===== src/sar_params.svh =====
`ifndef SAR_PARAMS_SVH
`define SAR_PARAMS_SVH
`define SAR_CLK_PS       5000
`define SAR_BUSY_DLY_NS  50
`define SAR_BUSY_FALL_NS 65
`define SAR_DATA_MAX_NS  8000
`define SAR_BUSY_DLY_CYC ((`SAR_BUSY_DLY_NS * 1000 + `SAR_CLK_PS - 1) / `SAR_CLK_PS)
`define SAR_BUSY_FALL_CYC ((`SAR_BUSY_FALL_NS * 1000) / `SAR_CLK_PS)
`define SAR_DATA_MAX_CYC ((`SAR_DATA_MAX_NS * 1000) / `SAR_CLK_PS)
`define SAR_RESULT_RST   16'h0000
`define SAR_SIGN_BIT     15
`define SAR_FIFO_DEPTH   4
`endif


===== src/sar_pkg.sv =====
package sar_pkg;
   typedef logic [15:0] word_t;
   typedef enum logic [1:0] {
      ST_IDLE,
      ST_CONV,
      ST_SETTLE
   } conv_state_t;
endpackage


===== src/result_fifo.sv =====
`timescale 1ns/1ps
`default_nettype none
module result_fifo #(
   parameter int W = 16,
   parameter int D = 4
) (
   input  wire logic         clk_sys,
   input  wire logic         srst,
   input  wire logic         in_valid,
   output logic             in_ready,
   input  wire logic [W-1:0] in_data,
   output logic             out_valid,
   input  wire logic         out_ready,
   output logic [W-1:0]     out_data
);
   localparam int AW = (D > 1) ? $clog2(D) : 1;
   logic [W-1:0]  mem_q [D];
   logic [AW-1:0] wr_q;
   logic [AW-1:0] rd_q;
   logic [AW:0]   cnt_q;
   logic          push;
   logic          pop;

   assign in_ready  = (cnt_q != (AW+1)'(D));
   assign out_valid = (cnt_q != '0);
   assign out_data  = mem_q[rd_q];
   assign push      = in_valid && in_ready;
   assign pop       = out_valid && out_ready;

   always_ff @(posedge clk_sys) begin
      if (push) begin
         mem_q[wr_q] <= in_data;
      end
   end

   always_ff @(posedge clk_sys) begin
      if (srst) begin
         wr_q  <= '0;
         rd_q  <= '0;
         cnt_q <= '0;
      end else begin
         if (push) begin
            wr_q <= (wr_q == AW'(D - 1)) ? '0 : wr_q + 1'b1;
         end
         if (pop) begin
            rd_q <= (rd_q == AW'(D - 1)) ? '0 : rd_q + 1'b1;
         end
         cnt_q <= cnt_q + (AW+1)'(push) - (AW+1)'(pop);
      end
   end

   fifo_no_over_a: assert property (@(posedge clk_sys) disable iff (srst)
      cnt_q <= (AW+1)'(D)) else $error("fifo count above depth");
endmodule
`default_nettype wire


===== src/conv_timer.sv =====
`timescale 1ns/1ps
`default_nettype none
module conv_timer #(
   parameter int W = 12
) (
   input  wire logic         clk_sys,
   input  wire logic         srst,
   input  wire logic         load,
   input  wire logic [W-1:0] count,
   output logic             expired
);
   logic [W-1:0] cnt_q;
   logic         run_q;

   always_ff @(posedge clk_sys) begin
      if (srst) begin
         cnt_q <= '0;
         run_q <= 1'b0;
      end else if (load) begin
         cnt_q <= count;
         run_q <= 1'b1;
      end else if (run_q && cnt_q != '0) begin
         cnt_q <= cnt_q - 1'b1;
      end
   end

   // Stays high until the next load, so a late consumer cannot miss it
   assign expired = run_q && (cnt_q == '0) && !load;
endmodule
`default_nettype wire


===== src/sar_adc_convert_read_port.sv =====
`timescale 1ns/1ps
`default_nettype none
`include "sar_params.svh"
module sar_adc_convert_read_port #(
   parameter int DATA_MAX_CYC = `SAR_DATA_MAX_CYC,
   parameter int FIFO_DEPTH   = `SAR_FIFO_DEPTH
) (
   input  wire logic          clk_sys,
   input  wire logic          srst,
   input  wire logic          cs_n,
   input  wire logic          rc_n,
   input  wire logic          byte_sel,
   output logic               busy_n,
   output sar_pkg::word_t     result_bus,
   output logic               result_bus_oe_n,
   output logic               hold,
   output logic               conv_start,
   input  wire logic          core_valid,
   output logic               core_ready,
   input  wire sar_pkg::word_t core_data,
   output logic               result_stale,
   output logic               result_late
);
   import sar_pkg::*;

   localparam int TW = 13;

   conv_state_t state_q;
   conv_state_t state_d;
   word_t       result_q;
   word_t       fifo_data;
   logic        fifo_valid;
   logic        fifo_pop;
   logic        start;
   logic        settle_done;
   logic        watchdog_exp;
   logic        reacq_q;
   logic        stale_q;
   logic        late_q;
   logic        drive;
   word_t       bus_q;
   logic        oe_n_q;
   logic [TW:0] conv_cyc_q;
   logic [TW:0] settle_cyc_q;

   result_fifo #(
      .W (16),
      .D (FIFO_DEPTH)
   ) u_fifo (
      .clk_sys   (clk_sys),
      .srst      (srst),
      .in_valid  (core_valid),
      .in_ready  (core_ready),
      .in_data   (core_data),
      .out_valid (fifo_valid),
      .out_ready (fifo_pop),
      .out_data  (fifo_data)
   );

   // Starts are level triggered: both controls low and no conversion running
   assign start = (state_q == ST_IDLE) && !cs_n && !rc_n;

   // One word per conversion; spare words wait for later conversions
   assign fifo_pop = (state_q == ST_CONV) && fifo_valid;

   // Settle delay after the result update, started by either way out of conversion
   conv_timer #(
      .W (TW)
   ) u_settle (
      .clk_sys (clk_sys),
      .srst    (srst),
      .load    (fifo_pop || (state_q == ST_CONV && watchdog_exp)),
      .count   (TW'(`SAR_BUSY_DLY_CYC - 1)),
      .expired (settle_done)
   );

   // Bound on the core: if no word arrives in time the old word is kept
   conv_timer #(
      .W (TW)
   ) u_watchdog (
      .clk_sys (clk_sys),
      .srst    (srst),
      .load    (start),
      .count   (TW'(DATA_MAX_CYC - 1)),
      .expired (watchdog_exp)
   );

   // Settle keeps busy low after the update so data is steady when busy rises
   always_comb begin
      state_d = state_q;
      case (state_q)
         ST_IDLE: begin
            if (start) begin
               state_d = ST_CONV;
            end
         end
         ST_CONV: begin
            if (fifo_pop || watchdog_exp) begin
               state_d = ST_SETTLE;
            end
         end
         ST_SETTLE: begin
            if (settle_done) begin
               state_d = ST_IDLE;
            end
         end
         default: begin
            state_d = ST_IDLE;
         end
      endcase
   end

   always_ff @(posedge clk_sys) begin
      if (srst) begin
         state_q <= ST_IDLE;
      end else begin
         state_q <= state_d;
      end
   end

   // Busy low one cycle after the start, well inside the allowed delay
   assign busy_n = (state_q == ST_IDLE);

   // Sample/hold sits in hold for the whole conversion, tracks otherwise
   assign hold = !busy_n;

   assign conv_start = start;

   // Long bounds are checked on these counts instead of long delay ranges
   always_ff @(posedge clk_sys) begin
      if (srst || state_q != ST_CONV) begin
         conv_cyc_q <= '0;
      end else begin
         conv_cyc_q <= conv_cyc_q + 1'b1;
      end
   end

   always_ff @(posedge clk_sys) begin
      if (srst || state_q != ST_SETTLE) begin
         settle_cyc_q <= '0;
      end else begin
         settle_cyc_q <= settle_cyc_q + 1'b1;
      end
   end

   // Core delivers offset binary; flipping the top bit gives two's complement
   always_ff @(posedge clk_sys) begin
      if (srst) begin
         result_q <= `SAR_RESULT_RST;
      end else if (fifo_pop) begin
         result_q <= fifo_data ^ (word_t'(1) << `SAR_SIGN_BIT);
      end
   end

   // Restart straight out of a conversion has had no acquisition time
   always_ff @(posedge clk_sys) begin
      if (srst) begin
         reacq_q <= 1'b0;
      end else begin
         reacq_q <= (state_q == ST_SETTLE) && settle_done;
      end
   end

   // Stale mark belongs to the conversion it was taken with
   always_ff @(posedge clk_sys) begin
      if (srst) begin
         stale_q <= 1'b0;
      end else if (start) begin
         stale_q <= reacq_q;
      end
   end

   // A late core leaves the previous word in place; the flag tells the host
   always_ff @(posedge clk_sys) begin
      if (srst) begin
         late_q <= 1'b0;
      end else if (start) begin
         late_q <= 1'b0;
      end else if (state_q == ST_CONV && watchdog_exp && !fifo_valid) begin
         late_q <= 1'b1;
      end
   end

   assign result_stale = stale_q && busy_n;
   assign result_late  = late_q;

   // Bus drives only for chip select low and read/convert high
   assign drive = !cs_n && rc_n;

   // Registered so the enable never glitches while the controls settle
   always_ff @(posedge clk_sys) begin
      if (srst) begin
         oe_n_q <= 1'b1;
      end else begin
         oe_n_q <= !drive;
      end
   end

   // Lanes swap with the half select so either byte sits on either group
   always_ff @(posedge clk_sys) begin
      if (srst) begin
         bus_q <= '0;
      end else if (byte_sel) begin
         bus_q <= {result_q[7:0], result_q[15:8]};
      end else begin
         bus_q <= result_q;
      end
   end

   assign result_bus      = bus_q;
   assign result_bus_oe_n = oe_n_q;

   // Pin contract checks; long timing bounds use the helper counts above
   busy_fall_a: assert property (@(posedge clk_sys) disable iff (srst)
      start |=> !busy_n) else $error("busy did not fall after start");

   busy_hold_a: assert property (@(posedge clk_sys) disable iff (srst)
      $fell(busy_n) |-> !busy_n [*2])
      else $error("busy low for less than two cycles");

   ignore_busy_a: assert property (@(posedge clk_sys) disable iff (srst)
      !busy_n |-> !start) else $error("start accepted while busy");

   hold_start_a: assert property (@(posedge clk_sys) disable iff (srst)
      (!cs_n && !rc_n && busy_n) |=> hold) else $error("no hold");

   bus_enable_a: assert property (@(posedge clk_sys) disable iff (srst)
      ##1 (result_bus_oe_n == !$past(!cs_n && rc_n)))
      else $error("bus enable wrong");

   cs_high_a: assert property (@(posedge clk_sys) disable iff (srst)
      cs_n |=> result_bus_oe_n) else $error("bus driven with cs high");

   twos_comp_a: assert property (@(posedge clk_sys) disable iff (srst)
      fifo_pop |=> result_q == {!$past(fifo_data[15]), $past(fifo_data[14:0])})
      else $error("result not two's complement");

   byte_lane_a: assert property (@(posedge clk_sys) disable iff (srst)
      byte_sel |=> result_bus == {$past(result_q[7:0]), $past(result_q[15:8])})
      else $error("byte lanes wrong");

   word_lane_a: assert property (@(posedge clk_sys) disable iff (srst)
      !byte_sel |=> result_bus == $past(result_q)) else $error("word lanes wrong");

   settle_gap_a: assert property (@(posedge clk_sys) disable iff (srst)
      fifo_pop |=> !busy_n [*8] ##1 !busy_n [*2]) else $error("busy rose too early");

   prev_result_a: assert property (@(posedge clk_sys) disable iff (srst)
      (!busy_n && !fifo_pop) |=> $stable(result_q))
      else $error("result changed mid conversion");

   data_bound_a: assert property (@(posedge clk_sys) disable iff (srst)
      (state_q == ST_CONV) |-> conv_cyc_q < (TW+1)'(DATA_MAX_CYC))
      else $error("result not valid within bound");

   settle_len_a: assert property (@(posedge clk_sys) disable iff (srst)
      (state_q == ST_SETTLE && settle_done) |-> settle_cyc_q == (TW+1)'(`SAR_BUSY_DLY_CYC - 1))
      else $error("settle time wrong");

   rise_settle_a: assert property (@(posedge clk_sys) disable iff (srst)
      $rose(busy_n) |-> $past(state_q) == ST_SETTLE) else $error("busy rose outside settle");

   one_pop_a: assert property (@(posedge clk_sys) disable iff (srst)
      fifo_pop |=> !fifo_pop) else $error("two words taken in one conversion");

   fifo_wait_a: assert property (@(posedge clk_sys) disable iff (srst)
      busy_n |-> !fifo_pop) else $error("word taken while idle");

   start_release_a: assert property (@(posedge clk_sys) disable iff (srst)
      conv_start |=> result_bus_oe_n) else $error("bus driven after start");

   tied_cs_a: assert property (@(posedge clk_sys) disable iff (srst)
      (!cs_n && rc_n) |=> !result_bus_oe_n) else $error("bus not driven for read");

   cs_nop_a: assert property (@(posedge clk_sys) disable iff (srst)
      cs_n |-> !conv_start) else $error("start with chip select high");

   stale_mark_a: assert property (@(posedge clk_sys) disable iff (srst)
      conv_start |=> stale_q == $past(reacq_q)) else $error("stale mark wrong");

   stale_idle_a: assert property (@(posedge clk_sys) disable iff (srst)
      result_stale |-> busy_n) else $error("stale shown during conversion");

   late_mark_a: assert property (@(posedge clk_sys) disable iff (srst)
      $rose(result_late) |-> state_q == ST_SETTLE) else $error("late flag outside settle");

   late_bound_a: assert property (@(posedge clk_sys) disable iff (srst)
      $rose(result_late) |-> $past(conv_cyc_q) == (TW+1)'(DATA_MAX_CYC - 1))
      else $error("late flag before bound");

   late_clear_a: assert property (@(posedge clk_sys) disable iff (srst)
      conv_start |=> !result_late) else $error("late flag not cleared");

   track_end_a: assert property (@(posedge clk_sys) disable iff (srst)
      $rose(busy_n) |-> !hold) else $error("still holding after conversion");

   conv_cycle_c: cover property (@(posedge clk_sys) disable iff (srst)
      (state_q == ST_SETTLE) ##1 $rose(busy_n));
   restart_c: cover property (@(posedge clk_sys) disable iff (srst)
      start && reacq_q);
   byte_read_c: cover property (@(posedge clk_sys) disable iff (srst)
      !result_bus_oe_n && byte_sel ##1 !result_bus_oe_n && !byte_sel);
   late_end_c: cover property (@(posedge clk_sys) disable iff (srst)
      state_q == ST_CONV && watchdog_exp && !fifo_valid);
   ignored_req_c: cover property (@(posedge clk_sys) disable iff (srst)
      !busy_n && !cs_n && !rc_n);
endmodule
`default_nettype wire


===== config.mk =====
export PLATFORM = sky130hd
export DESIGN_NAME = sar_adc_convert_read_port
export DESIGN_NICKNAME = d
export VERILOG_FILES = /design/src/sar_pkg.sv /design/src/result_fifo.sv /design/src/conv_timer.sv /design/src/sar_adc_convert_read_port.sv
export VERILOG_INCLUDE_DIRS = /design/src
export SDC_FILE = /design/constraint.sdc
export NUM_CORES = 1
export LEC_CHECK = 0
export BUFFER_PORTS_ARGS = -buffer_cell sky130_fd_sc_hd__buf_4
export CAP_MARGIN = 20
export CELL_PAD_IN_SITES_DETAIL_PLACEMENT = 2
export CELL_PAD_IN_SITES_GLOBAL_PLACEMENT = 2
export CORE_ASPECT_RATIO = 0.9
export CORE_UTILIZATION = 40
export DETAILED_ROUTE_END_ITERATION = 16
export PLACE_DENSITY = 0.77
export SYNTH_ARGS = -nofsm -noshare
export SYNTH_HDL_FRONTEND = slang
export SYNTH_SLANG_ARGS = --single-unit

===== constraint.sdc =====
create_clock -name clk_sys -period 4.6 [get_ports clk_sys]
set_input_delay 0.92 -clock clk_sys [delete_from_list [all_inputs] [get_ports clk_sys]]
set_output_delay 0.92 -clock clk_sys [all_outputs]
set_load 0.005 [all_outputs]

==> impl_metrics.py, run 1 <==
metrics = {
    "final_layout": {
        "drive_gt1_share_pct": 20.6,
        "nNetsFinal": 527,
        "area_growth_pct": 19.1,
        "ff_latch_area_um2": 3420,
        "antenna_cells": 0,
        "fillers": 1316,
        "multi_input_area_um2": 1950,
    },
    "timing": {
        "worst_pin_slew_ns": 0.941,
        "relSlewSlack_pct": 37.3,
        "fmax_mhz": 311,
        "fin_skew_ns": 0.00665,
        "finalHoldViolations": 0,
        "layout_min_cycle_time_ns": 3.22,
        "drv_slew": 0,
        "finalCritPeriodShare_pct": 70.0,
        "worst_slack_ns": 1.38,
        "setup_violations": 0,
        "rsz0062_at_grt": "false",
        "tns_ns": 0,
    },
    "clocking": {
        "post-cts-setup-buffer-count": 0,
        "cts-htree-levels": 4,
        "cts_hold_buf": 0,
        "clk-insertion-delay-late_ns": 0.42,
        "ctsResizeCount": 0,
        "cts_tree": "yes",
        "root_buffer": "clkbuf_16",
        "clkSinkCount": 139,
        "numCtsBuffers": 17,
        "clk_pin_slew_worst_paths_ns": 0.06,
        "clockBufferDepth": 2,
    },
    "detailed_routing": {
        "drtPass1Iterations": 4,
        "routed_wl_um": 13000,
        "viasPerCell": 5.39,
        "wl_per_cell_um": 19.2,
        "vias": 3633,
        "drcViolationCount": 0,
        "ant_nets": 0,
        "dr.first_iter.drc_count": 233,
    },
    "job": {
        "drv_cap": 0,
    },
    "grt": {
        "grt_antenna_before_repair": 0,
        "overflow": 0,
        "grt_pass1_vias": 3908,
        "grt_max_degree": 59,
        "grtUsageTotal_pct": 19.9,
        "grt_pass1_wl_um": 21300,
    },
    "die": {
        "die_y_um": 113,
        "start_util_pct": 41.2,
        "die_x_um": 126,
        "die-area_um2": 14300,
        "io_pins": 45,
        "rows": 40,
        "coreArea_um2": 13400,
    },
    "synthesis": {
        "synth_warnings": 0,
        "ys_seq_area_share_pct": 62.0,
        "syn_nets": 485,
        "synth_ff_type": "dfxtp_1",
        "ys_ff_latch": 139,
        "synthesis.area_um2": 5520,
        "syn_area_per_cell_um2": 12.2,
        "ys_types": 44,
        "syn-instance-count": 451,
        "yosys.area.top_type": "edfxtp_1",
        "synth_edf_count": 64,
        "synth_area_leaders": "edfxtp_1 35%, dfxtp_1 27%, mux4_2 6.5%",
        "async_flop_share_pct": 0,
        "synth_top_area_share_pct": 34.8,
    },
    "power": {
        "cellPowerDensity_nw_per_um2": 516,
        "peakVddDrop_uv": 335,
        "leakage_uw": 0.00241,
    },
    "worst_setup_path": {
        "start_kind": "flip-flop",
        "path_cells": "or3_1, nand2_1, inv_1, ha_1, inv_1, ha_1, fa_1, xnor2_1, nor2_1",
        "path_max_fanout": 20,
        "arrival_ns": 3.50,
        "worstPathRequired_ns": 4.88,
        "path_buf_inv": 2,
        "slowest_delay_ns": 0.48,
        "end_kind": "flip-flop",
        "cp_top_family": "adder cells",
        "criticalPathCategory": "reg -> reg",
        "worst_path_max_delay_cell": "nand2_1",
    },
    "run_status": {
        "status": "completed",
    },
    "placed_design": {
        "dpl.hpwl_um": 8830,
        "place_ws_ns": 1.39,
        "port_buffers": 44,
        "gp_congestion": 0.731,
    },
    "hold_path": {
        "min_path_type": "reg -> reg",
    },
}
[Yosys cell counts, types with 11 or more instances]
| master | n |
|---|---|
| nand2_1 | 48 |
| nor2_1 | 28 |
| dfxtp_1 | 75 |
| or3_1 | 20 |
| o21ai_0 | 13 |
| edfxtp_1 | 64 |
| clkbuf_1 | 15 |
| mux2i_1 | 18 |
| ha_1 | 11 |
| a21oi_1 | 49 |
| mux4_2 | 16 |
| inv_1 | 17 |
[placed cells by master, fill, tap and decap left out, drive strengths merged, types with 7 or more instances in the layout]
cell type and count:
edfxtp 64, nand2 48, mux2i 18, a21oi 49
mux4 16, clkbuf 17, nor2 28, or3 20
ha 11, dfxtp 75, buf 45, o21ai 13
inv 28, or4 7
[path summary, 6_finish.rpt]
| path | startpoint | endpoint | slack [ns] | cells past startpoint |
|---|---|---|---|---|
| min reg2reg | reacq_q | stale_q | 0.44 | 2 |
| max reg2reg | u_fifo.cnt_q[0] | u_fifo.cnt_q[2] | 1.38 | 9 |
| max | u_fifo.cnt_q[0] | u_fifo.cnt_q[2] | 1.38 | 9 |
| min | reacq_q | stale_q | 0.44 | 2 |
[state kept, by name (all words and copies together) (netlist names), named ones only]
name / cells
u_fifo.wr_q: 2
result_bus_oe_n: 1
stale_q: 1
u_settle.run_q: 1
u_fifo.rd_q: 2
u_watchdog.cnt_q: 13
result_q: 16
state_q: 2
u_settle.cnt_q: 13
u_fifo.cnt_q: 3
reacq_q: 1
u_watchdog.run_q: 1
result_late: 1
result_bus: 16
u_fifo.mem_q: 64
[per-stage QoR]
stage | instance area, um2 | total power [uW] | hold slack (ns) | cells | utilization [%]
CTS | 6580 | 3440 | 0.447 | 674 | 49.1
finish | 6580 | 3400 | 0.441 | 674 | 49.1
global route | 6580 | 3550 | 0.462 | 674 | 49.1
detailed placement | 5980 | 2060 | 0.431 | 642 | 44.6
global placement | 5980 | 2000 | 0.453 | 642 | 44.6
floorplan | 5520 | 1860 | 0.417 | 451 | -
[area by class of cell]
cell class                 instances  share of cell area (%)
tap                              168                    3.19
sequential                       139                    52.0
clock inverter                    15                    2.62
clock buffer                      17                    6.47
inverter                          17                   0.970
multi-input combinational        273                    29.6
timing repair buffer              45                    5.13
[worst min-delay path, stage by stage (launching register included)]
cell and delay [ns]:
dfxtp_1 0.30, nand2_1 0.05, a21oi_1 0.05
[cells by family (layout without fill, tap and decap cells)]
| kind of cell | after synthesis | after routing | synth area share [%] |
|---|---|---|---|
| fa+ha+maj | 12 | 12 | 2.85 |
| compound gates | 78 | 78 | 7.84 |
| simple gates | 145 | 145 | 14.1 |
| mux | 35 | 35 | 9.99 |
| xor+xnor | 3 | 3 | 0.476 |
| flops | 139 | 139 | 62.0 |
| buf+inv | 39 | 94 | 2.76 |
[layer usage]
metal	part of all wire [%]	track usage, %	up-vias
li1	-	-	1745
met1	47	25.8	1815
met2	49	32.3	61
met3	3.0	5.21	12
met4	1.4	7.71	0
met5	0	0	-
[where the power goes]
| group | switching [uW] | internal (uW) | leakage, uW |
|---|---|---|---|
| sequential | 70.4 | 1410 | 0.00120 |
| combinational | 328 | 220 | 0.000921 |
| clock | 591 | 778 | 0.000296 |
| total | 990 | 2410 | 0.00241 |
No activity file was read; power rests on OpenSTA's default activity.
==> inputs of run 2 (changes only) <==
--- a/config.mk
+++ b/config.mk
@@ -11,9 +11,9 @@
 export CELL_PAD_IN_SITES_DETAIL_PLACEMENT = 2
 export CELL_PAD_IN_SITES_GLOBAL_PLACEMENT = 2
 export CORE_ASPECT_RATIO = 0.9
-export CORE_UTILIZATION = 40
+export CORE_UTILIZATION = 37
 export DETAILED_ROUTE_END_ITERATION = 16
-export PLACE_DENSITY = 0.77
+export PLACE_DENSITY = 0.74
 export SYNTH_ARGS = -nofsm -noshare
 export SYNTH_HDL_FRONTEND = slang
 export SYNTH_SLANG_ARGS = --single-unit
==> constraint.sdc (replaced) <==
create_clock -name clk_sys -period 2.8 [get_ports clk_sys]
set_input_delay 0.56 -clock clk_sys [delete_from_list [all_inputs] [get_ports clk_sys]]
set_output_delay 0.56 -clock clk_sys [all_outputs]
set_load 0.005 [all_outputs]
==> run 2 against run 1 <==
  * Design area grew 1.2%
  * Worst hold slack lost 0.11 ns
  * Worst setup slack lost 0.92 ns
  * Critical endpoint is now conv_start
  * Highest routed layer unchanged
==> impl_metrics.py, run 2 (synthesis gave the netlist of run 1 again) <==
metrics = {
    "worst_setup_path": {
        "path_max_fanout": 9,
        "worstPathRequired_ns": 2.24,
        "arrival_ns": 1.78,
        "criticalPathCategory": "reg -> out",
        "start_kind": "flip-flop",
        "reg2regPathDepth": 6,
        "end_kind": "output pin",
    },
    "power": {
        "leakage_uw": 0.00244,
        "peakVddDrop_uv": 499,
        "cellPowerDensity_nw_per_um2": 832,
        "total_power_uw": 5540,
    },
    "die": {
        "io_pins": 45,
        "die_x_um": 131,
        "die_y_um": 118,
        "die-area_um2": 15400,
        "coreArea_um2": 14300,
        "start_util_pct": 38.6,
        "rows": 41,
    },
    "detailed_routing": {
        "wl_per_cell_um": 18.9,
        "vias": 3694,
        "ant_nets": 0,
        "routed_wl_um": 13300,
        "drcViolationCount": 0,
        "viasPerCell": 5.23,
        "dr.first_iter.drc_count": 138,
        "drtPass1Iterations": 4,
    },
    "final_layout": {
        "stdcell_area_um2": 6660,
        "area_growth_pct": 20.6,
        "drive_gt1_share_pct": 21.6,
        "ff_latch_area_um2": 3420,
        "regMostFlops": "u_fifo.mem_q",
        "antenna_cells": 0,
        "fillers": 1397,
        "largest_reg_flops": 64,
        "multi_input_area_um2": 1950,
        "layout_commonest_cell": "dfxtp_1",
        "final_cell_mix": "75 x dfxtp_1, 64 x edfxtp_1, 52 x buf_4",
        "nNetsFinal": 534,
    },
    "timing": {
        "tns_ns": 0,
        "fmax_mhz": 428,
        "finalHoldViolations": 0,
        "rsz0062_at_grt": "false",
        "relSlewSlack_pct": 45.1,
        "layout_min_cycle_time_ns": 2.34,
        "finalCritPeriodShare_pct": 83.5,
        "fin_skew_ns": 0.0129,
        "drv_slew": 0,
        "setup_violations": 0,
        "whs_ns": 0.328,
        "worst_pin_slew_ns": 0.822,
    },
    "placed_design": {
        "gp_congestion": 0.803,
        "dpl.hpwl_um": 8930,
        "port_buffers": 44,
        "place_area_um2": 6070,
    },
    "clocking": {
        "cts-htree-levels": 4,
        "cts_tree": "yes",
        "root_buffer": "clkbuf_16",
        "clockBufferDepth": 2,
        "cts_hold_buf": 0,
        "numCtsBuffers": 17,
        "clk_pin_slew_worst_paths_ns": 0.07,
        "ctsResizeCount": 0,
        "clk-insertion-delay-late_ns": 0.42,
        "post-cts-setup-buffer-count": 0,
        "clkSinkCount": 139,
    },
    "job": {
        "drv_cap": 0,
    },
    "grt": {
        "grt_pass1_wl_um": 21800,
        "overflow": 0,
        "grtUsageTotal_pct": 19.2,
        "grt_pass1_vias": 4058,
        "grt_antenna_before_repair": 0,
        "grt_max_degree": 59,
    },
    "run_status": {
        "status": "completed",
    },
    "hold_path": {
        "min_path_type": "in -> reg",
        "hold_depth": 1,
    },
}
run 2: cell types whose count changed in the layout (fill, tap and decap cells not counted):
cell / before / now
clkinv_4: 2 / 1
clkinv_8: 1 / 4
inv_6: 6 / 7
buf_4: 45 / 52
bufinv_16: 1 / 0
inv_8: 5 / 3
run 2: path summary, 6_finish.rpt:
path / from / endpoint / slack [ns]
setup / recovery: state_q[0] / conv_start / 0.46
hold / removal: core_data[3] / u_fifo.mem_q[2][3] / 0.33
setup reg to reg: u_settle.cnt_q[0] / u_settle.cnt_q[7] / 0.49
hold reg to reg: reacq_q / stale_q / 0.45
run 2: power by group:
| part | internal (uW) | switching, uW | total (uW) |
|---|---|---|---|
| logic | 375 | 538 | 913 |
| registers | 2310 | 119 | 2430 |
| clock network | 1200 | 1000 | 2200 |
run 2: critical path, stage by stage, from the launching register on:
cell and delay (ns):
dfxtp_1 0.35, nor2_1 0.19, inv_1 0.07, or3_1 0.48, inv_1 0.14, buf_4 0.12
run 2: metrics by stage:
stage | worst slack [ns] | util, % | cells
after floorplan | 0.248 | - | 451
after global placement | 0.631 | 42.4 | 674
after detailed placement | 0.551 | 42.4 | 674
after CTS | 0.383 | 46.5 | 706
after global routing | 0.301 | 46.5 | 706
final | 0.462 | 46.5 | 706
run 2: final cells by class:
class | instances | area share, %
clock inverters | 15 | 2.54
clock buffers | 17 | 6.39
flip-flops and latches | 139 | 51.4
well taps | 193 | 3.63
multi-input cells | 273 | 29.2
repair buffers | 52 | 5.86
inverters | 17 | 0.958
run 2: routing by layer:
metal  vias up  part of all wire (%)  global-route usage [%]
li1       1758                     -                       -
met1      1880                    46                    24.2
met2        51                    50                    31.0
met3         5                   2.7                    5.14
met4         0                   1.1                    7.69
met5         -                     0                       0
==> inputs of run 3 (changes only) <==
--- a/config.mk
+++ b/config.mk
@@ -6,12 +6,13 @@
 export SDC_FILE = /design/constraint.sdc
 export NUM_CORES = 1
 export LEC_CHECK = 0
+export ABC_AREA = 1
 export BUFFER_PORTS_ARGS = -buffer_cell sky130_fd_sc_hd__buf_4
 export CAP_MARGIN = 20
 export CELL_PAD_IN_SITES_DETAIL_PLACEMENT = 2
 export CELL_PAD_IN_SITES_GLOBAL_PLACEMENT = 2
 export CORE_ASPECT_RATIO = 0.9
-export CORE_UTILIZATION = 37
+export CORE_UTILIZATION = 34
 export DETAILED_ROUTE_END_ITERATION = 16
 export PLACE_DENSITY = 0.74
 export SYNTH_ARGS = -nofsm -noshare
==> constraint.sdc (replaced) <==
create_clock -name clk_sys -period 1.9 [get_ports clk_sys]
set_input_delay 0.38 -clock clk_sys [delete_from_list [all_inputs] [get_ports clk_sys]]
set_output_delay 0.38 -clock clk_sys [all_outputs]
set_load 0.005 [all_outputs]
==> run 3 against run 2 <==
  * Non-clock buffer count is 10 higher
  * Critical path depth is 5 higher
  * Synthesized cell count up 38%
  * First-iteration DRC count is 88% higher
  * Total power grew 69%
  * Via count grew 22%
  * Clock power up 60%
  * Critical path type is now reg -> reg
  * Final cell count grew 28%
  * Design area up 7.5%
  * Worst hold slack worse by 0.19 ns
  * Register-to-register slack lost 0.39 ns
  * Global-route usage rose by 0.34 points
  * Largest power group unchanged
==> impl_metrics.py, run 3 <==
metrics = {
    "run_status": {
        "status": "completed",
    },
    "clocking": {
        "clkSinkCount": 139,
        "root_buffer": "clkbuf_16",
        "cts-htree-levels": 4,
        "clockBufferDepth": 2,
        "cts_tree": "yes",
        "numCtsBuffers": 17,
        "clk_pin_slew_worst_paths_ns": 0.07,
        "clk-insertion-delay-late_ns": 0.44,
    },
    "final_layout": {
        "area_growth_pct": 22.9,
        "multi_input_area_um2": 2140,
        "layout_commonest_cell": "nor2_1",
        "antenna_cells": 0,
        "final_cell_mix": "138 x nor2_1, 73 x dfxtp_1, 72 x nand2_1",
        "largest_reg_flops": 64,
        "stdcell_area_um2": 7160,
        "nNetsFinal": 714,
        "ff_latch_area_um2": 3430,
        "drive_gt1_share_pct": 18.0,
        "fillers": 1798,
        "regMostFlops": "u_fifo.mem_q",
        "instances_no_fill": 904,
    },
    "die": {
        "die_y_um": 126,
        "coreArea_um2": 16800,
        "die-area_um2": 17700,
        "io_pins": 45,
        "rows": 45,
        "die_x_um": 140,
        "start_util_pct": 34.6,
    },
    "placed_design": {
        "dpl.hpwl_um": 10800,
        "port_buffers": 44,
        "place_ws_ns": 0.0847,
        "place_area_um2": 6510,
        "gp_congestion": 0.757,
        "post-place-cells": 871,
    },
    "synthesis": {
        "ys_ff_latch": 139,
        "synth_warnings": 0,
        "synth_ff_type": "dfxtp_1",
        "async_flop_share_pct": 0,
        "syn_area_per_cell_um2": 9.35,
        "syn_nets": 657,
        "synth_fa_ha_area_share_pct": 2.71,
        "synth.most_common_cell": "nor2_1",
        "synth_commonest_cells": "139 x nor2_1, 75 x dfxtp_1, 73 x nand2_1, 70 x o21ai_0, 64 x edfxtp_1",
        "synth_compound_area_share_pct": 11.5,
        "syn-instance-count": 623,
        "yosys.area.top_type": "edfxtp_1",
        "synthMuxAreaShare_pct": 0,
        "synth-simple-area-share_pct": 18.7,
        "synth_xor_area_share_pct": 3.01,
        "synth_edf_count": 64,
        "synth_area_leaders": "edfxtp_1 33%, dfxtp_1 26%, nor2_1 9.0%",
        "ys_seq_area_share_pct": 58.8,
        "synthesis.area_um2": 5820,
        "synth_top_family_by_area": "simple AND/OR/NAND/NOR gates",
        "synth_top_area_share_pct": 33.0,
        "ys_types": 38,
    },
    "worst_setup_path": {
        "end_kind": "flip-flop",
        "path_max_fanout": 3,
        "reg2regPathDepth": 10,
        "arrival_ns": 2.18,
        "criticalPathCategory": "reg -> reg",
        "worstPathRequired_ns": 2.27,
        "start_kind": "flip-flop",
    },
    "timing": {
        "drv_slew": 0,
        "relSlewSlack_pct": 39.0,
        "fmax_mhz": 555,
        "layout_min_cycle_time_ns": 1.80,
        "fin_skew_ns": 0.0108,
        "finalHoldViolations": 0,
        "finalCritPeriodShare_pct": 94.9,
        "whs_ns": 0.142,
        "worst_pin_slew_ns": 0.913,
        "worst_slack_ns": 0.0969,
        "setup_violations": 0,
    },
    "grt": {
        "overflow": 0,
        "grtUsageTotal_pct": 19.5,
        "grt_antenna_before_repair": 0,
        "grt_max_degree": 37,
        "grt_pass1_vias": 5064,
        "grt_pass1_wl_um": 26000,
    },
    "detailed_routing": {
        "drtPass1Iterations": 4,
        "dr.first_iter.drc_count": 259,
        "drcViolationCount": 0,
        "ant_nets": 0,
        "viasPerCell": 4.99,
        "vias": 4510,
        "wl_per_cell_um": 17.7,
        "routed_wl_um": 16000,
    },
    "hold_path": {
        "hold_depth": 1,
        "min_path_type": "in -> reg",
    },
    "power": {
        "peakVddDrop_uv": 708,
        "total_power_uw": 9390,
        "cellPowerDensity_nw_per_um2": 1310,
        "leakage_uw": 0.00294,
    },
    "job": {
        "drv_cap": 0,
    },
}
[run 3: cell types whose count changed after synthesis, moves of 7 or more]
| cell | change |
|---|---|
| a21oi_1 | -15 |
| a31oi_1 | +11 |
| inv_1 | +25 |
| mux2i_1 | -18 |
| mux4_2 | -16 |
| nand2_1 | +25 |
| nand3_1 | +18 |
| nor2_1 | +111 |
| o21ai_0 | +57 |
| or3_1 | -20 |
| or4_1 | -7 |
| xor2_1 | +14 |
[run 3: cell families after synthesis]
| family | Yosys count |
|---|---|
| AOI/OAI and AO/OA | 126 |
| xor gates and xnor gates | 20 |
| adders and majority gates | 12 |
| buffers and inverters | 71 |
| DFF | 139 |
| and+or+nand+nor | 255 |
[run 3: repair_timing]
item,CTS,global route
hold buffers,0,0
setup endpoints to repair,1,3
setup buffers,1,0
resized for setup,0,5
gates cloned,0,0
hold endpoints to repair,0,0
[run 3: power by group]
part	internal (uW)	switching (uW)	total, uW
combinational	816	1350	2170
sequential	3490	223	3710
clock	2130	1380	3510
total	6430	2960	9390
[run 3: worst max-delay path, cell delays in order (launching register included)]
cell     delay (ns)
dfxtp_2        0.34
nor2_4         0.12
nand2_2        0.08
nand2_2        0.08
inv_2          0.05
ha_4           0.25
inv_2          0.04
ha_4           0.14
fa_2           0.52
inv_1          0.05
nor2_1         0.07
[run 3: cell type report]
| class | count | area share (%) |
|---|---|---|
| Clock buffer | 18 | 6.14 |
| Clock inverter | 14 | 2.53 |
| Inverter | 47 | 2.57 |
| Multi-Input combinational cell | 413 | 29.8 |
| Sequential cell | 139 | 47.9 |
| Tap cell | 211 | 3.69 |
| Timing Repair Buffer | 62 | 7.38 |
[run 3: stage by stage]
step	utilization [%]	TNS [ns]
after global placement	38.7	0
after detailed placement	38.7	0
after floorplan	-	-0.0315
final	42.5	0
after global routing	42.5	-0.00516
after CTS	42.4	0
[run 3: layer usage]
layer  global-route usage (%)  vias up  wire length (um)
met5                        0        -                 0
li1                         -     2182                 -
met3                     4.83       16               428
met4                     6.85        0               213
met2                     35.8       48              8400
met1                     22.0     2264              6960
[run 3: worst paths after layout]
path	slack [ns]	from	endpoint
worst min-delay path	0.14	core_data[9]	u_fifo.mem_q[3][9]
worst min register to register	0.47	stale_q	stale_q
worst max register to register	0.1	u_fifo.cnt_q[1]	u_fifo.cnt_q[1]
worst max-delay path	0.1	u_fifo.cnt_q[1]	u_fifo.cnt_q[1]
